$ cat src/logic/pss_pkg.sv
// package: constants and carrier types for the pwm stage sequencer
package pss_pkg;

  localparam int unsigned CLK_HZ          = 20000000;
  // ---------------------------------------------------------------
  // timing
  // ---------------------------------------------------------------
  localparam int unsigned SW_FREQ_HZ      = 130000;
  localparam int unsigned SW_PERIOD_CYC   = CLK_HZ / SW_FREQ_HZ;
  localparam int unsigned SS_STEP_US      = 800;
  localparam int unsigned SS_STEP_CYC     = SS_STEP_US * (CLK_HZ / 1000000);
  localparam int unsigned SS_TOTAL_MS     = 12;
  localparam int unsigned SS_STEPS        = (SS_TOTAL_MS * 1000) / SS_STEP_US;
  localparam int unsigned BO_BLANK_US     = 50;
  localparam int unsigned BO_BLANK_CYC    = BO_BLANK_US * (CLK_HZ / 1000000);
  localparam int unsigned LEB_NS          = 220;
  localparam int unsigned LEB_CYC         = (LEB_NS * (CLK_HZ / 1000000) + 999) / 1000;
  localparam int unsigned DUTY_LO_PCT     = 47;
  localparam int unsigned DUTY_HI_PCT     = 60;
  localparam int unsigned DUTY_LO_CYC     = (SW_PERIOD_CYC * DUTY_LO_PCT) / 100;
  localparam int unsigned DUTY_HI_CYC     = (SW_PERIOD_CYC * DUTY_HI_PCT) / 100;
  localparam int unsigned SYNC_OFF_NS_MAX = 500;

  localparam int unsigned PER_W           = 8;
  localparam int unsigned SS_CNT_W        = 15;
  localparam int unsigned SS_STEP_W       = 4;
  localparam int unsigned BO_CNT_W        = 10;
  localparam int unsigned PS_CNT_W        = 24;

  // reset values
  localparam logic [SS_STEP_W-1:0] SS_STEP_RST = 4'h0;
  localparam logic                 GATE_RST    = 1'b0;

  typedef enum logic [1:0] {
    PSS_OFF,
    PSS_SOFT,
    PSS_RUN,
    PSS_FAULT
  } pss_state_t;

  // synchronised comparator indications
  typedef struct packed {
    logic bus_above_on;   // bus sense > 2.85 V
    logic bus_below_bo;   // bus sense < 1.95 V
    logic bus_above_sel;  // bus sense > 2.6 V
    logic sync_high;      // sync pin > 3.0 V
    logic sync_clk;       // external sync clock
    logic duty_cmp;       // feedback comparator trips
    logic soft_cmp;       // soft-start comparator trips
    logic cur_cmp;        // current above limit
    logic cur_short;      // current sense above 1.0 V
    logic pre_short_low;  // pre-short pin < 0.4 V
  } pss_cmp_t;

  localparam int unsigned CMP_W = $bits(pss_cmp_t);

  typedef struct packed {
    logic                 soft_active;
    logic [SS_STEP_W-1:0] soft_start_level;
    logic                 duty_hi_sel;
    logic                 slope_comp_en;
    logic                 protect_latched;
    logic                 brown_out_protection;
  } pss_status_t;

endpackage

$ cat src/logic/pss_pwm_stage_sequencer.sv
// pwm stage sequencer: gate latch, oscillator, soft start, brown-out and protection
`timescale 1ns/100ps
`default_nettype none

module pss_pwm_stage_sequencer #(
  parameter int unsigned SS_STEP_CYC_P   = pss_pkg::SS_STEP_CYC,
  parameter int unsigned PRE_SHORT_CYC_P = 400000
) (
  input  wire logic                              clk,
  input  wire logic                              rst,
  input  wire logic                              supply_lockout_threshold,
  input  wire logic                              ext_sync_en,
  input  wire pss_pkg::pss_cmp_t                 cmp_in,
  output logic                                   gate_out,
  output logic                                   pfc_sync_out,
  output logic                                   duty_limit_out,
  output logic [pss_pkg::SS_STEP_W-1:0]          soft_start_level,
  output logic                                   duty_feedback_input,
  output pss_pkg::pss_status_t                   status_out
);

  // ---------------------------------------------------------------
  // input synchronisation
  // ---------------------------------------------------------------
  pss_pkg::pss_cmp_t cmp_s;
  logic              lockout_s;
  logic              ext_sync_en_s;

  pss_sync2 #(
    .W (pss_pkg::CMP_W + 2)
  ) u_sync (
    .clk (clk),
    .rst (rst),
    .d   ({cmp_in, supply_lockout_threshold, ext_sync_en}),
    .q   ({cmp_s, lockout_s, ext_sync_en_s})
  );

  // ---------------------------------------------------------------
  // brown-out with blanking
  // ---------------------------------------------------------------
  logic                         bo_q;
  logic [pss_pkg::BO_CNT_W-1:0] bo_cnt_q;
  logic                         bo_want;
  logic                         bo_leave;

  // hysteresis: enter below 1.95 V, leave above 2.85 V
  always_comb
  begin
    if (bo_q)
      bo_want = !cmp_s.bus_above_on;
    else
      bo_want = cmp_s.bus_below_bo;
  end

  // state changes only after the new level held for the whole blanking time
  always_ff @(posedge clk or posedge rst)
  begin
    if (rst)
    begin
      bo_q     <= 1'b1;
      bo_cnt_q <= '0;
    end
    else if (bo_want == bo_q)
      bo_cnt_q <= '0;
    else if (bo_cnt_q == pss_pkg::BO_CNT_W'(pss_pkg::BO_BLANK_CYC - 1))
    begin
      bo_q     <= bo_want;
      bo_cnt_q <= '0;
    end
    else
      bo_cnt_q <= bo_cnt_q + 1'b1;
  end

  // one-cycle strobe on the edge that leaves brown-out
  assign bo_leave = bo_q && (bo_want != bo_q)
                    && (bo_cnt_q == pss_pkg::BO_CNT_W'(pss_pkg::BO_BLANK_CYC - 1));

  // ---------------------------------------------------------------
  // sequencer state
  // ---------------------------------------------------------------
  pss_pkg::pss_state_t          state_q;
  logic [pss_pkg::SS_CNT_W-1:0] ss_cnt_q;
  logic [pss_pkg::SS_STEP_W-1:0] ss_step_q;
  logic                         prot_q;
  logic [pss_pkg::PS_CNT_W-1:0] ps_cnt_q;
  logic                         ss_tick;

  assign ss_tick = (ss_cnt_q == pss_pkg::SS_CNT_W'(SS_STEP_CYC_P - 1));

  always_ff @(posedge clk or posedge rst)
  begin
    if (rst)
      state_q <= pss_pkg::PSS_OFF;
    else if (bo_q || lockout_s)
      state_q <= pss_pkg::PSS_OFF;
    else
    begin
      case (state_q)
        pss_pkg::PSS_OFF:   state_q <= pss_pkg::PSS_SOFT;
        pss_pkg::PSS_SOFT:
          if (prot_q)
            state_q <= pss_pkg::PSS_FAULT;
          else if (ss_tick && ss_step_q == pss_pkg::SS_STEP_W'(pss_pkg::SS_STEPS - 1))
            state_q <= pss_pkg::PSS_RUN;
        pss_pkg::PSS_RUN:   if (prot_q) state_q <= pss_pkg::PSS_FAULT;
        pss_pkg::PSS_FAULT: state_q <= pss_pkg::PSS_FAULT;
        default:            state_q <= pss_pkg::PSS_OFF;
      endcase
    end
  end

  // soft-start step counter
  always_ff @(posedge clk or posedge rst)
  begin
    if (rst)
    begin
      ss_cnt_q  <= '0;
      ss_step_q <= pss_pkg::SS_STEP_RST;
    end
    else if (state_q != pss_pkg::PSS_SOFT)
    begin
      ss_cnt_q  <= '0;
      ss_step_q <= (state_q == pss_pkg::PSS_RUN) ? pss_pkg::SS_STEP_W'(pss_pkg::SS_STEPS) : pss_pkg::SS_STEP_RST;
    end
    else if (ss_tick)
    begin
      ss_cnt_q  <= '0;
      ss_step_q <= ss_step_q + 1'b1;
    end
    else
      ss_cnt_q <= ss_cnt_q + 1'b1;
  end

  // pre-short timer and latched protection; cleared only by leaving brown-out
  always_ff @(posedge clk or posedge rst)
  begin
    if (rst)
    begin
      prot_q   <= 1'b0;
      ps_cnt_q <= '0;
    end
    else if (bo_leave)
    begin
      prot_q   <= 1'b0;
      ps_cnt_q <= '0;
    end
    else if (bo_q || !cmp_s.cur_short)
      ps_cnt_q <= '0;
    else if (ps_cnt_q == pss_pkg::PS_CNT_W'(PRE_SHORT_CYC_P - 1))
      prot_q <= 1'b1;
    else
      ps_cnt_q <= ps_cnt_q + 1'b1;
  end

  // ---------------------------------------------------------------
  // oscillator and external sync
  // ---------------------------------------------------------------
  logic [pss_pkg::PER_W-1:0] per_q;
  logic                      sync_d1_q;
  logic                      osc_pulse;
  logic                      pfc_q;

  always_ff @(posedge clk or posedge rst)
  begin
    if (rst)
      sync_d1_q <= 1'b0;
    else
      sync_d1_q <= cmp_s.sync_clk;
  end

  // sync relies on short off times so rising edges stay clean
  assign osc_pulse = ext_sync_en_s ? (cmp_s.sync_clk && !sync_d1_q)
                                   : (per_q == pss_pkg::PER_W'(pss_pkg::SW_PERIOD_CYC - 1));

  always_ff @(posedge clk or posedge rst)
  begin
    if (rst)
      per_q <= '0;
    else if (osc_pulse)
      per_q <= '0;
    // saturates so a slow external sync cannot wrap into a short duty end
    else if (per_q != pss_pkg::PER_W'(pss_pkg::SW_PERIOD_CYC - 1))
      per_q <= per_q + 1'b1;
  end

  // pfc runs at half the pwm rate
  always_ff @(posedge clk or posedge rst)
  begin
    if (rst)
      pfc_q <= 1'b0;
    else if (osc_pulse)
      pfc_q <= ~pfc_q;
  end

  // ---------------------------------------------------------------
  // max duty selection
  // ---------------------------------------------------------------
  logic duty_hi;
  logic duty_end;

  // 330 V output shows as bus sense above 2.6 V, which forces 47%
  assign duty_hi  = !cmp_s.sync_high && !cmp_s.bus_above_sel;
  assign duty_end = (per_q >= (duty_hi ? pss_pkg::PER_W'(pss_pkg::DUTY_HI_CYC)
                                       : pss_pkg::PER_W'(pss_pkg::DUTY_LO_CYC)));

  // ---------------------------------------------------------------
  // gate latch with leading-edge blanking
  // ---------------------------------------------------------------
  logic gate_set_reset_latch;
  logic [3:0] leb_q;
  logic cur_trip;
  logic latch_clr;
  logic hard_off;

  assign cur_trip  = cmp_s.cur_cmp && (leb_q == 4'h0);
  assign latch_clr = cmp_s.duty_cmp || (cmp_s.soft_cmp && state_q == pss_pkg::PSS_SOFT)
                     || cur_trip || duty_end;
  assign hard_off  = lockout_s || bo_q || prot_q || cmp_s.pre_short_low
                     || (state_q != pss_pkg::PSS_SOFT && state_q != pss_pkg::PSS_RUN);

  always_ff @(posedge clk or posedge rst)
  begin
    if (rst)
      gate_set_reset_latch <= pss_pkg::GATE_RST;
    else if (hard_off)
      gate_set_reset_latch <= 1'b0;
    else if (osc_pulse)
      gate_set_reset_latch <= 1'b1;
    else if (latch_clr)
      gate_set_reset_latch <= 1'b0;
  end

  // blanking arms only on a real turn-on; a refused set keeps the sense path live
  always_ff @(posedge clk or posedge rst)
  begin
    if (rst)
      leb_q <= 4'h0;
    else if (osc_pulse && !hard_off)
      leb_q <= 4'(pss_pkg::LEB_CYC);
    else if (leb_q != 4'h0)
      leb_q <= leb_q - 1'b1;
  end

  // clear acts on the output in the same cycle, not one edge later
  assign gate_out = gate_set_reset_latch && !latch_clr && !hard_off;

  // ---------------------------------------------------------------
  // outputs
  // ---------------------------------------------------------------
  always_ff @(posedge clk or posedge rst)
  begin
    if (rst)
    begin
      pfc_sync_out        <= 1'b0;
      duty_limit_out      <= 1'b0;
      soft_start_level    <= pss_pkg::SS_STEP_RST;
      duty_feedback_input <= 1'b0;
      status_out          <= '0;
    end
    else
    begin
      pfc_sync_out        <= pfc_q;
      duty_limit_out      <= duty_hi;
      soft_start_level    <= ss_step_q;
      duty_feedback_input <= (state_q == pss_pkg::PSS_SOFT);
      status_out          <= '{soft_active:          state_q == pss_pkg::PSS_SOFT,
                               soft_start_level:     ss_step_q,
                               duty_hi_sel:          duty_hi,
                               slope_comp_en:        !cmp_s.sync_high,
                               protect_latched:      prot_q,
                               brown_out_protection: bo_q};
    end
  end

endmodule

`default_nettype wire

$ cat src/logic/pss_sync2.sv
// two-flop synchroniser for a vector of asynchronous levels
`timescale 1ns/100ps
`default_nettype none

module pss_sync2 #(
  parameter int unsigned W = 1
) (
  input  wire logic         clk,
  input  wire logic         rst,
  input  wire logic [W-1:0] d,
  output logic      [W-1:0] q
);

  logic [W-1:0] meta_q;

  always_ff @(posedge clk or posedge rst)
  begin
    if (rst)
    begin
      meta_q <= '0;
      q      <= '0;
    end
    else
    begin
      meta_q <= d;
      q      <= meta_q;
    end
  end

endmodule

`default_nettype wire

$ cat config.mk
export PLATFORM = sky130hd
export DESIGN_NAME = pss_pwm_stage_sequencer
export DESIGN_NICKNAME = d
export VERILOG_FILES = /design/src/logic/pss_pkg.sv /design/src/logic/pss_pwm_stage_sequencer.sv /design/src/logic/pss_sync2.sv
export SDC_FILE = /design/constraint.sdc
export NUM_CORES = 1
export LEC_CHECK = 0
export ABC_CLOCK_PERIOD_IN_PS = 8500
export BUFFER_PORTS_ARGS = -buffer_cell sky130_fd_sc_hd__buf_4
export CORE_MARGIN = 4
export CORE_UTILIZATION = 50
export DETAILED_ROUTE_END_ITERATION = 8
export GPL_ROUTABILITY_DRIVEN = 0
export HOLD_SLACK_MARGIN = 0.02
export PLACE_DENSITY = 0.79
export SLEW_MARGIN = 20
export SYNTH_ARGS = -nofsm -noshare
export SYNTH_HDL_FRONTEND = slang
export SYNTH_SLANG_ARGS = --single-unit
$ cat constraint.sdc
create_clock -name clk -period 8.5 [get_ports clk]
set_input_delay 1.7 -clock clk [delete_from_list [all_inputs] [get_ports clk]]
set_output_delay 1.7 -clock clk [all_outputs]
set_load 0.03 [all_outputs]
Word-level counts from Yosys, hierarchy flattened
Cells that the tools add are included.
{"block": "totals", "reg_bits": 106, "latchBits": 0, "ram_bits": 0, "romBits": 0, "inputBits": 14, "out_inout_bits": 17, "n_memories": 0}
{"block": "op_classes", "add_sub_neg": 6, "mul": 0, "n_div": 0, "n_lt_le_gt_ge": 1, "n_eq_ne": 17, "shift": 0, "n_mux": 28, "n_bitwise": 2, "reduce_logical": 37}
{"cell": "2-to-1 mux 24 bit", "n": 3}
{"cell": "2-to-1 mux 15 bit", "n": 2}
{"cell": "adder 24 x 1 -> 24 bit, second input constant", "n": 1}
{"cell": "== test 24 x 19 -> 1 bit, second input constant", "n": 1}
{"cell": "2-to-1 mux 10 bit", "n": 2}
{"cell": "2-to-1 mux 4 bit", "n": 5}
{"cell": "2-to-1 mux 8 bit", "n": 2}
{"cell": "adder 15 x 1 -> 15 bit, second input constant", "n": 1}
{"cell": "== test 15 x 14 -> 1 bit, second input constant", "n": 1}
{"cell": "logical AND 1 bit", "n": 11}
{"cell": "adder 10 x 1 -> 10 bit, second input constant", "n": 1}
{"cell": "== test 10 bit, second input constant", "n": 1}
{"cell": "adder 8 x 1 -> 8 bit, second input constant", "n": 1}
{"cell": "== test 8 bit, second input constant", "n": 1}
{"cell": "greater-or-equal comparator 8 x 7 -> 1 bit", "n": 1}
{"cell": "logical OR 1 bit", "n": 8}
{"cell": "2-to-1 mux 1 bit", "n": 8}
{"cell": "2-to-1 mux 2 bit", "n": 4}
{"cell": "!= test 8 bit, second input constant", "n": 1}
{"cell": "one-hot mux 2 bit (4 select lines)", "n": 1}
{"cell": "nonzero test 2 bit", "n": 4}
{"cell": "logical NOT 1 bit", "n": 7}
{"cell": "!= test 3 bit, second input constant", "n": 2}
{"cell": "AND reduction 2 bit", "n": 3}
{"cell": "other kinds (16)", "n": 19}

Depth between registers and ports, before layout
Gate-level depths: netlist (run 1).
{"block": "logic_depth", "word_depth": 8, "depth_mapped": 7, "mapped_depth_nobuf": 6}

Modules after synthesis
From an unflattened synthesis (run 1), not the netlist that was laid out.
{"block": "hier_totals", "hier_cells": 437, "area_unflattened_um2": 4687.0}
{"module": "pss_pwm_stage_sequencer", "instances": 1, "cells_each": 412, "area_per_inst_um2": 4082.7, "seq_area_each_um2": 2053.2}
{"module": "pss_sync2", "instances": 1, "cells_each": 25, "area_per_inst_um2": 604.3, "seq_area_each_um2": 600.6}

Least setup slack after synthesis (run 1)
Ideal clock, no wire load.
{"block": "synth_timing", "kind": "register to output", "from": "register state_q[1]", "to": "output gate_out", "t_arrival_ns": 1.691, "slack_ns": 5.109, "stages_incl_launch_ff": 8, "path_buffers": 1, "path_cell_list": "dfrtp_1 inv_1 ha_1 clkbuf_1 a211oi_1 nand2_1 a211o_1 nor2_1"}
{"block": "synth_between", "elab_chain_len": 8, "elab_cells_between_ends": 13}
{"element": "start, declared", "line": "pss_pwm_stage_sequencer.sv:81", "text": "pss_pkg::pss_state_t state_q;"}
{"element": "start signal, assigned", "line": "pss_pwm_stage_sequencer.sv:93", "text": "state_q <= pss_pkg::PSS_OFF;"}
{"element": "start signal, assigned", "line": "pss_pwm_stage_sequencer.sv:95", "text": "state_q <= pss_pkg::PSS_OFF;"}
{"element": "start signal, assigned", "line": "pss_pwm_stage_sequencer.sv:99", "text": "pss_pkg::PSS_OFF: state_q <= pss_pkg::PSS_SOFT;"}
{"element": "== test 2 x 1 -> 1 bit", "line": "pss_pwm_stage_sequencer.sv:216", "text": "assign latch_clr = cmp_s.duty_cmp || (cmp_s.soft_cmp && state_q == pss_pkg::PSS_SOFT)"}
{"element": "logical AND 1 bit", "line": "pss_pwm_stage_sequencer.sv:216"}
{"element": "logical OR 1 bit", "line": "pss_pwm_stage_sequencer.sv:216"}
{"element": "logical OR 1 bit (2 in a row)", "line": "pss_pwm_stage_sequencer.sv:217", "text": "|| cur_trip || duty_end;"}
{"element": "logical NOT 1 bit", "line": "pss_pwm_stage_sequencer.sv:245", "text": "assign gate_out = gate_set_reset_latch && !latch_clr && !hard_off;"}
{"element": "logical AND 1 bit", "line": "pss_pwm_stage_sequencer.sv:245"}
{"element": "logical AND 1 bit (*)", "line": "pss_pwm_stage_sequencer.sv:245"}
{"element": "end, declared", "line": "pss_pwm_stage_sequencer.sv:14", "text": "output logic gate_out,"}
Every way passes the cells marked *; elsewhere a longest branch is shown, timed or not.

Worst setup path after layout (run 1)
Ends and elaborated chain as after synthesis.

==> flow_metrics.py, run 1 <==
metrics = {
    "global_route": {
        "overflow": 0,
        "grt_start_max_net_pins": 67,
        "grt_pass1_wl_um": 15200,
        "grt_pass1_vias": 3448,
        "grtUsageTotal": 0.165,
        "antenna_found_initial": 0,
    },
    "power_and_ir_drop": {
        "power.density_cell_area_nw_per_um2": 224,
        "peakVddDrop_mv": 0.0979,
        "leakage_nw": 2.24,
        "power.total_mw": 1.17,
    },
    "final_layout": {
        "fin_nets": 494,
        "fin_area_um2": 5230,
        "regArea_um2": 2650,
        "antenna_cells": 0,
        "drive_above_1_share": 0.123,
        "areaGrowthSynthToFinish_pct": 9.71,
        "multi_input_area_um2": 1920,
        "fillers": 839,
    },
    "floorplanning": {
        "rows": 35,
        "dieArea_um2": 11200,
        "die_y_um": 106,
        "fp.coreArea_um2": 9280,
        "die_w_um": 106,
        "io_pins": 31,
        "start_util": 0.514,
    },
    "critical_path": {
        "crit_type": "flip-flop to primary output",
        "cp-end-kind": "primary output",
        "reg2reg_depth": 5,
        "critPathLaunchType": "flip-flop",
        "path_max_fanout": 11,
        "critPathRequiredTime_ns": 6.80,
        "cp.arrival_ns": 1.97,
    },
    "timing": {
        "max_freq_mhz": 273,
        "drv_slew": 0,
        "worst_pin_slew_ns": 0.788,
        "final-setup-viol-count": 0,
        "post-route-period-util": 0.431,
        "fin_skew_ns": 0.0157,
        "fin_crit_ns": 3.67,
        "holdWs_ns": 0.351,
        "maxSlewHeadroom": 0.474,
        "rsz0062_at_grt": "false",
        "tns_ns": 0,
        "hold_viol_final": 0,
    },
    "logic_synthesis": {
        "synth-edff-count": 0,
        "seq_area_frac_synth": 0.556,
        "yosys.area.top_type": "dfrtp_1",
        "synth_cells": 443,
        "avgSynthCellArea_um2": 10.8,
        "syn_area_um2": 4770,
        "syn_nets": 470,
        "synthTopCellsByArea": "dfrtp_1, xnor2_1, nor2_1, ha_1, a21oi_1",
        "synthTopCellsByCount": "dfrtp_1, nor2_1, xnor2_1",
        "ys_seq_elements": 106,
        "synthArstFlopShare": 1.00,
        "synth_warnings": 0,
        "yosysMostFrequentCell": "dfrtp_1",
        "synth_cell_type_count": 55,
        "synth.top_cell.area_share": 0.551,
        "synth_ff_type": "dfrtp_1",
    },
    "routing": {
        "wl_um": 8360,
        "avgViaCountPerCell": 5.47,
        "antenna_left": 0,
        "dr.pass1.iters": 4,
        "drtIter0Drc": 135,
        "vias": 3289,
        "wl_per_cell_um": 13.9,
        "drc": 0,
    },
    "clock_tree": {
        "path_clk_slew_ns": 0.11,
        "cts_resized": 0,
        "cts_max_path_buffers": 2,
        "cts.sinks": 106,
        "htreeDepth": 3,
        "tritoncts": "done",
        "cts_setup_buffers": 0,
        "clk_latency_ns": 0.36,
        "numCtsBuffers": 9,
        "hold_buffers": 0,
        "cts_root_buffer": "clkbuf_8",
    },
    "outcome": {
        "status": "finished, final reports clean",
    },
    "worst_hold_path": {
        "hp-class": "flip-flop to flip-flop",
        "holdPathStages": 0,
    },
    "placed_design": {
        "place_hpwl_um": 5980,
        "io_buffers": 30,
        "placed_cell_area_um2": 5060,
    },
    "flow_run": {
        "max-cap-violations": 0,
    },
}
==> report_power, final <==
part,internal [mW],total [mW],leakage [nW],switching (mW)
clock,0.111,0.282,0.0881,0.171
combinational,0.109,0.276,0.773,0.167
sequential,0.564,0.616,1.38,0.0517
total,0.783,1.17,2.24,0.390
==> worst paths after layout <==
path | from | end | slack [ns]
setup / recovery | state_q[1] | gate_out | 4.83
hold reg to reg | u_sync.meta_q[3] | u_sync.q[3] | 0.35
max in group asynchronous | rst | ps_cnt_q[11] | 5.97
hold / removal | u_sync.meta_q[3] | u_sync.q[3] | 0.35
min in group asynchronous | rst | status_out[6] | 1.36
setup reg to reg | ss_cnt_q[0] | ss_cnt_q[7] | 6.20
==> worst max-delay path: stages (launching register included) <==
cell,delay (ns)
dfrtp_1,0.40
inv_1,0.08
ha_1,0.30
a211oi_1,0.25
nand2_1,0.08
a211o_1,0.24
nor2_1,0.10
buf_4,0.17
==> layer usage <==
| layer | global-route usage | share of wire | vias to the layer above |
|---|---|---|---|
| li1 | - | - | 1600 |
| met1 | 0.212 | 0.46 | 1627 |
| met2 | 0.278 | 0.50 | 55 |
| met3 | 0.0337 | 0.037 | 7 |
| met4 | 0.0555 | 0.0077 | 0 |
| met5 | 0 | 0 | - |
==> cells by family (layout without fill, tap and decap cells) <==
family / count (synthesis) / in the layout / synth area share
adder cells (fa/ha/maj): 13 / 13 / 0.0341
XOR/XNOR: 35 / 35 / 0.0643
multiplexers: 4 / 4 / 0.00839
buffers and inverters: 41 / 70 / 0.0409
flip-flops: 106 / 106 / 0.556
AO/OA/AOI/OAI: 63 / 63 / 0.0858
AND/OR/NAND/NOR: 181 / 181 / 0.210
==> registers in the layout, summed over array words and instances, names as in the netlist <==
register	count
bo_cnt_q	10
bo_q	1
gate_set_reset_latch	1
leb_q	4
per_q	8
pfc_q	1
pfc_sync_out	1
prot_q	1
ps_cnt_q	24
ss_cnt_q	15
ss_step_q	4
state_q	2
status_out	9
sync_d1_q	1
u_sync.meta_q	12
u_sync.q	12
==> final cells by class <==
| cell class | instances | area share |
|---|---|---|
| sequential | 106 | 0.507 |
| multi-input combinational | 296 | 0.367 |
| timing repair buffer | 31 | 0.0445 |
| tap | 129 | 0.0308 |
| clock buffer | 10 | 0.0244 |
| inverter | 23 | 0.0170 |
| clock inverter | 6 | 0.00909 |
==> placed cells by master, fill, tap and decap left out, types with 2 or more instances in the layout <==
master and count:
mux2i_1 4, inv_1 22, a21boi_0 2, nand3_1 20, a211o_1 5, o31ai_1 7
nor4_1 8, xnor2_1 24, nor3b_1 2, dfrtp_1 105, or2_2 3, and4_1 4
or4_4 2, a2111oi_0 3, o21a_1 2, xor2_1 11, buf_4 31, and3_1 4
and2_1 2, nor3_1 13, nand2_1 22, nor2b_1 3, inv_6 4, nand4_1 12
or3_1 7, or4_1 10, a211oi_1 4, nand2b_1 8, clkbuf_8 9, ha_1 13
o21ai_0 9, a31oi_1 2, nor2_1 50, a21oi_1 22
==> through the flow <==
stage	instances	worst slack, ns	utilization
after floorplan	443	4.01	-
after global placement	585	5.23	0.545
after detailed placement	585	5.20	0.545
after CTS	601	4.79	0.564
after global routing	601	4.64	0.564
final	601	4.83	0.564
Power figures use the tool's default switching activity.
==> run 2, diff against run 1 <==
Settings changed: ABC_CLOCK_PERIOD_IN_PS 8500 to 3700.
Clock period 8.5 ns to 3.7 ns, I/O delays scaled along.
==> run 2 against run 1 <==
  * Global-route usage shrank 0.47 points
  * Sequential power grew 130%
  * Sequential share of layout area shrank 0.31 points
  * Worst hold slack gained 0.0062 ns
  * Utilization grew 0.35 points
  * Final area grew 0.62%
  * Cell count is the same
  * Clock skew shrank 0.0013 ns
  * Via count grew 1.4%
  * Register-to-register slack lost 4.8 ns
  * Largest cell class unchanged
==> flow_metrics.py, run 2 (synthesized netlist as in run 1, its figures left out) <==
metrics = {
    "power_and_ir_drop": {
        "pwr-share-comb": 0.232,
        "power.share.clock": 0.251,
        "p_sw_frac": 0.328,
        "peakVddDrop_mv": 0.303,
        "power.density_cell_area_nw_per_um2": 520,
        "p_seq_frac": 0.518,
        "p_sw_uw": 898,
        "p_int_mw": 1.84,
        "leakage_nw": 2.26,
    },
    "timing": {
        "drv_slew": 0,
        "rsz0062_at_grt": "false",
        "tns_ns": 0,
        "worst_pin_slew_ns": 0.846,
        "maxSlewHeadroom": 0.436,
        "max_freq_mhz": 354,
        "final-setup-viol-count": 0,
        "hold_viol_final": 0,
        "post-route-period-util": 0.765,
        "fin_skew_ns": 0.0143,
        "fin_crit_ns": 2.83,
    },
    "clock_tree": {
        "cts.sinks": 106,
        "tritoncts": "done",
        "cts_root_buffer": "clkbuf_8",
        "hold_buffers": 0,
        "cts_max_path_buffers": 2,
        "cts_setup_buffers": 0,
        "numCtsBuffers": 9,
        "cts_resized": 0,
        "clk_latency_ns": 0.36,
        "htreeDepth": 3,
        "path_clk_slew_ns": 0.11,
    },
    "final_layout": {
        "drive_above_1_share": 0.125,
        "top_regs": "ps_cnt_q (24), ss_cnt_q (15)",
        "areaGrowthSynthToFinish_pct": 10.4,
        "layout_common_cells": "dfrtp_1, nor2_1, buf_4, xnor2_1",
        "final_common_cell": "dfrtp_1",
        "regMostFlops": "ps_cnt_q",
        "instances_no_fill": 601,
        "fin_nets": 494,
        "largest_register_ffs": 24,
        "antenna_cells": 0,
    },
    "global_route": {
        "grtUsageTotal": 0.160,
        "grt_start_max_net_pins": 70,
        "grt_pass1_vias": 3241,
        "antenna_found_initial": 0,
        "grt_pass1_wl_um": 14800,
        "overflow": 0,
    },
    "routing": {
        "vias": 3336,
        "dr.pass1.iters": 5,
        "antenna_left": 0,
        "avgViaCountPerCell": 5.55,
        "wl_um": 8460,
        "wl_per_cell_um": 14.1,
        "drtIter0Drc": 103,
        "drc": 0,
    },
    "floorplanning": {
        "start_util": 0.514,
        "die_w_um": 106,
        "fp.coreArea_um2": 9280,
        "die_y_um": 106,
        "rows": 35,
        "io_pins": 31,
        "dieArea_um2": 11200,
    },
    "worst_hold_path": {
        "min_to": "u_sync.q[3]",
        "min_from": "u_sync.meta_q[3]",
        "hp-class": "flip-flop to flip-flop",
        "holdPathStages": 0,
    },
    "critical_path": {
        "regToRegSetupSlack_ns": 1.41,
        "cp-end-kind": "primary output",
        "reg2reg_depth": 5,
        "cp_top_family": "compound AO/OA/AOI/OAI gates",
        "critical_path_buf_inv_count": 2,
        "r2r-start": "ss_cnt_q[0]",
        "slowest_delay_ns": 0.41,
        "critPathRequiredTime_ns": 2.96,
        "crit_type": "flip-flop to primary output",
        "slowest_stage": "dfrtp_1",
        "cp.arrival_ns": 2.09,
        "worstReg2RegEnd": "ss_cnt_q[11]",
        "critPathLaunchType": "flip-flop",
        "path_max_fanout": 11,
        "crit_path_cell_trace": "inv_1 > ha_1 > a211oi_1 > nand2_1 > a211o_1 > nor2_1 > buf_4",
    },
    "flow_run": {
        "max-cap-violations": 0,
    },
    "placed_design": {
        "place_hpwl_um": 5960,
        "io_buffers": 30,
        "dpl.cell_count": 585,
    },
    "outcome": {
        "status": "finished, final reports clean",
    },
}
==> run 2: final cells by class <==
type	instances	area (µm²)
clock inverter	5	43.8
tap	129	161
fill	790	4020
clock buffer	11	151
inverter	23	88.8
timing repair buffer	31	245
multi-input combinational	296	1920
sequential	106	2650
==> run 2: worst register-to-register path, delay by kind of cell, from the launching register on <==
family	cells	cell delay, ns
flip-flops	1	0.40
AND/OR/NAND/NOR	4	1.56
adder cells (fa/ha/maj)	1	0.22
==> run 2: power groups by stage <==
stage               clock [mW]  sequential, mW  combinational [mW]
floorplan                    0            1.46               0.452
global route             0.754            1.44               0.705
global placement             0            1.43               0.611
CTS                      0.708            1.42               0.644
finish                   0.686            1.42               0.635
detailed placement           0            1.44               0.641
==> run 2: worst max path at each step <==
| stage | from | to | slack (ns) | cells after the start |
|---|---|---|---|---|
| 2_1_floorplan | rst | bo_cnt_q[0] | 0.17 | 1 |
| 3_3_place_gp | state_q[1] | gate_out | 1.40 | 7 |
| 6_report | state_q[1] | gate_out | 0.87 | 7 |
| 5_1_grt | state_q[1] | gate_out | 0.70 | 7 |
| 3_5_place_dp | state_q[1] | gate_out | 1.28 | 7 |
| 4_1_cts | state_q[1] | gate_out | 0.86 | 7 |
==> run 2: through the flow <==
step	setup slack [ns]	power, mW	cell area, µm²	util	hold WS [ns]
finish	0.871	2.74	5270	0.567	0.357
global route	0.700	2.90	5270	0.567	0.364
CTS	0.860	2.77	5270	0.567	0.361
detailed placement	1.28	2.08	5070	0.546	0.336
global placement	1.40	2.04	5070	0.546	0.333
floorplan	0.173	1.91	4770	-	0.331
==> run 2: metal layers <==
layer | part of all wire | GRT usage | wire length, µm | vias up
li1 | - | - | - | 1605
met1 | 0.45 | 0.201 | 3780 | 1668
met2 | 0.51 | 0.282 | 4320 | 53
met3 | 0.030 | 0.0300 | 256 | 10
met4 | 0.012 | 0.0463 | 99 | 0
met5 | 0 | 0 | 0 | -
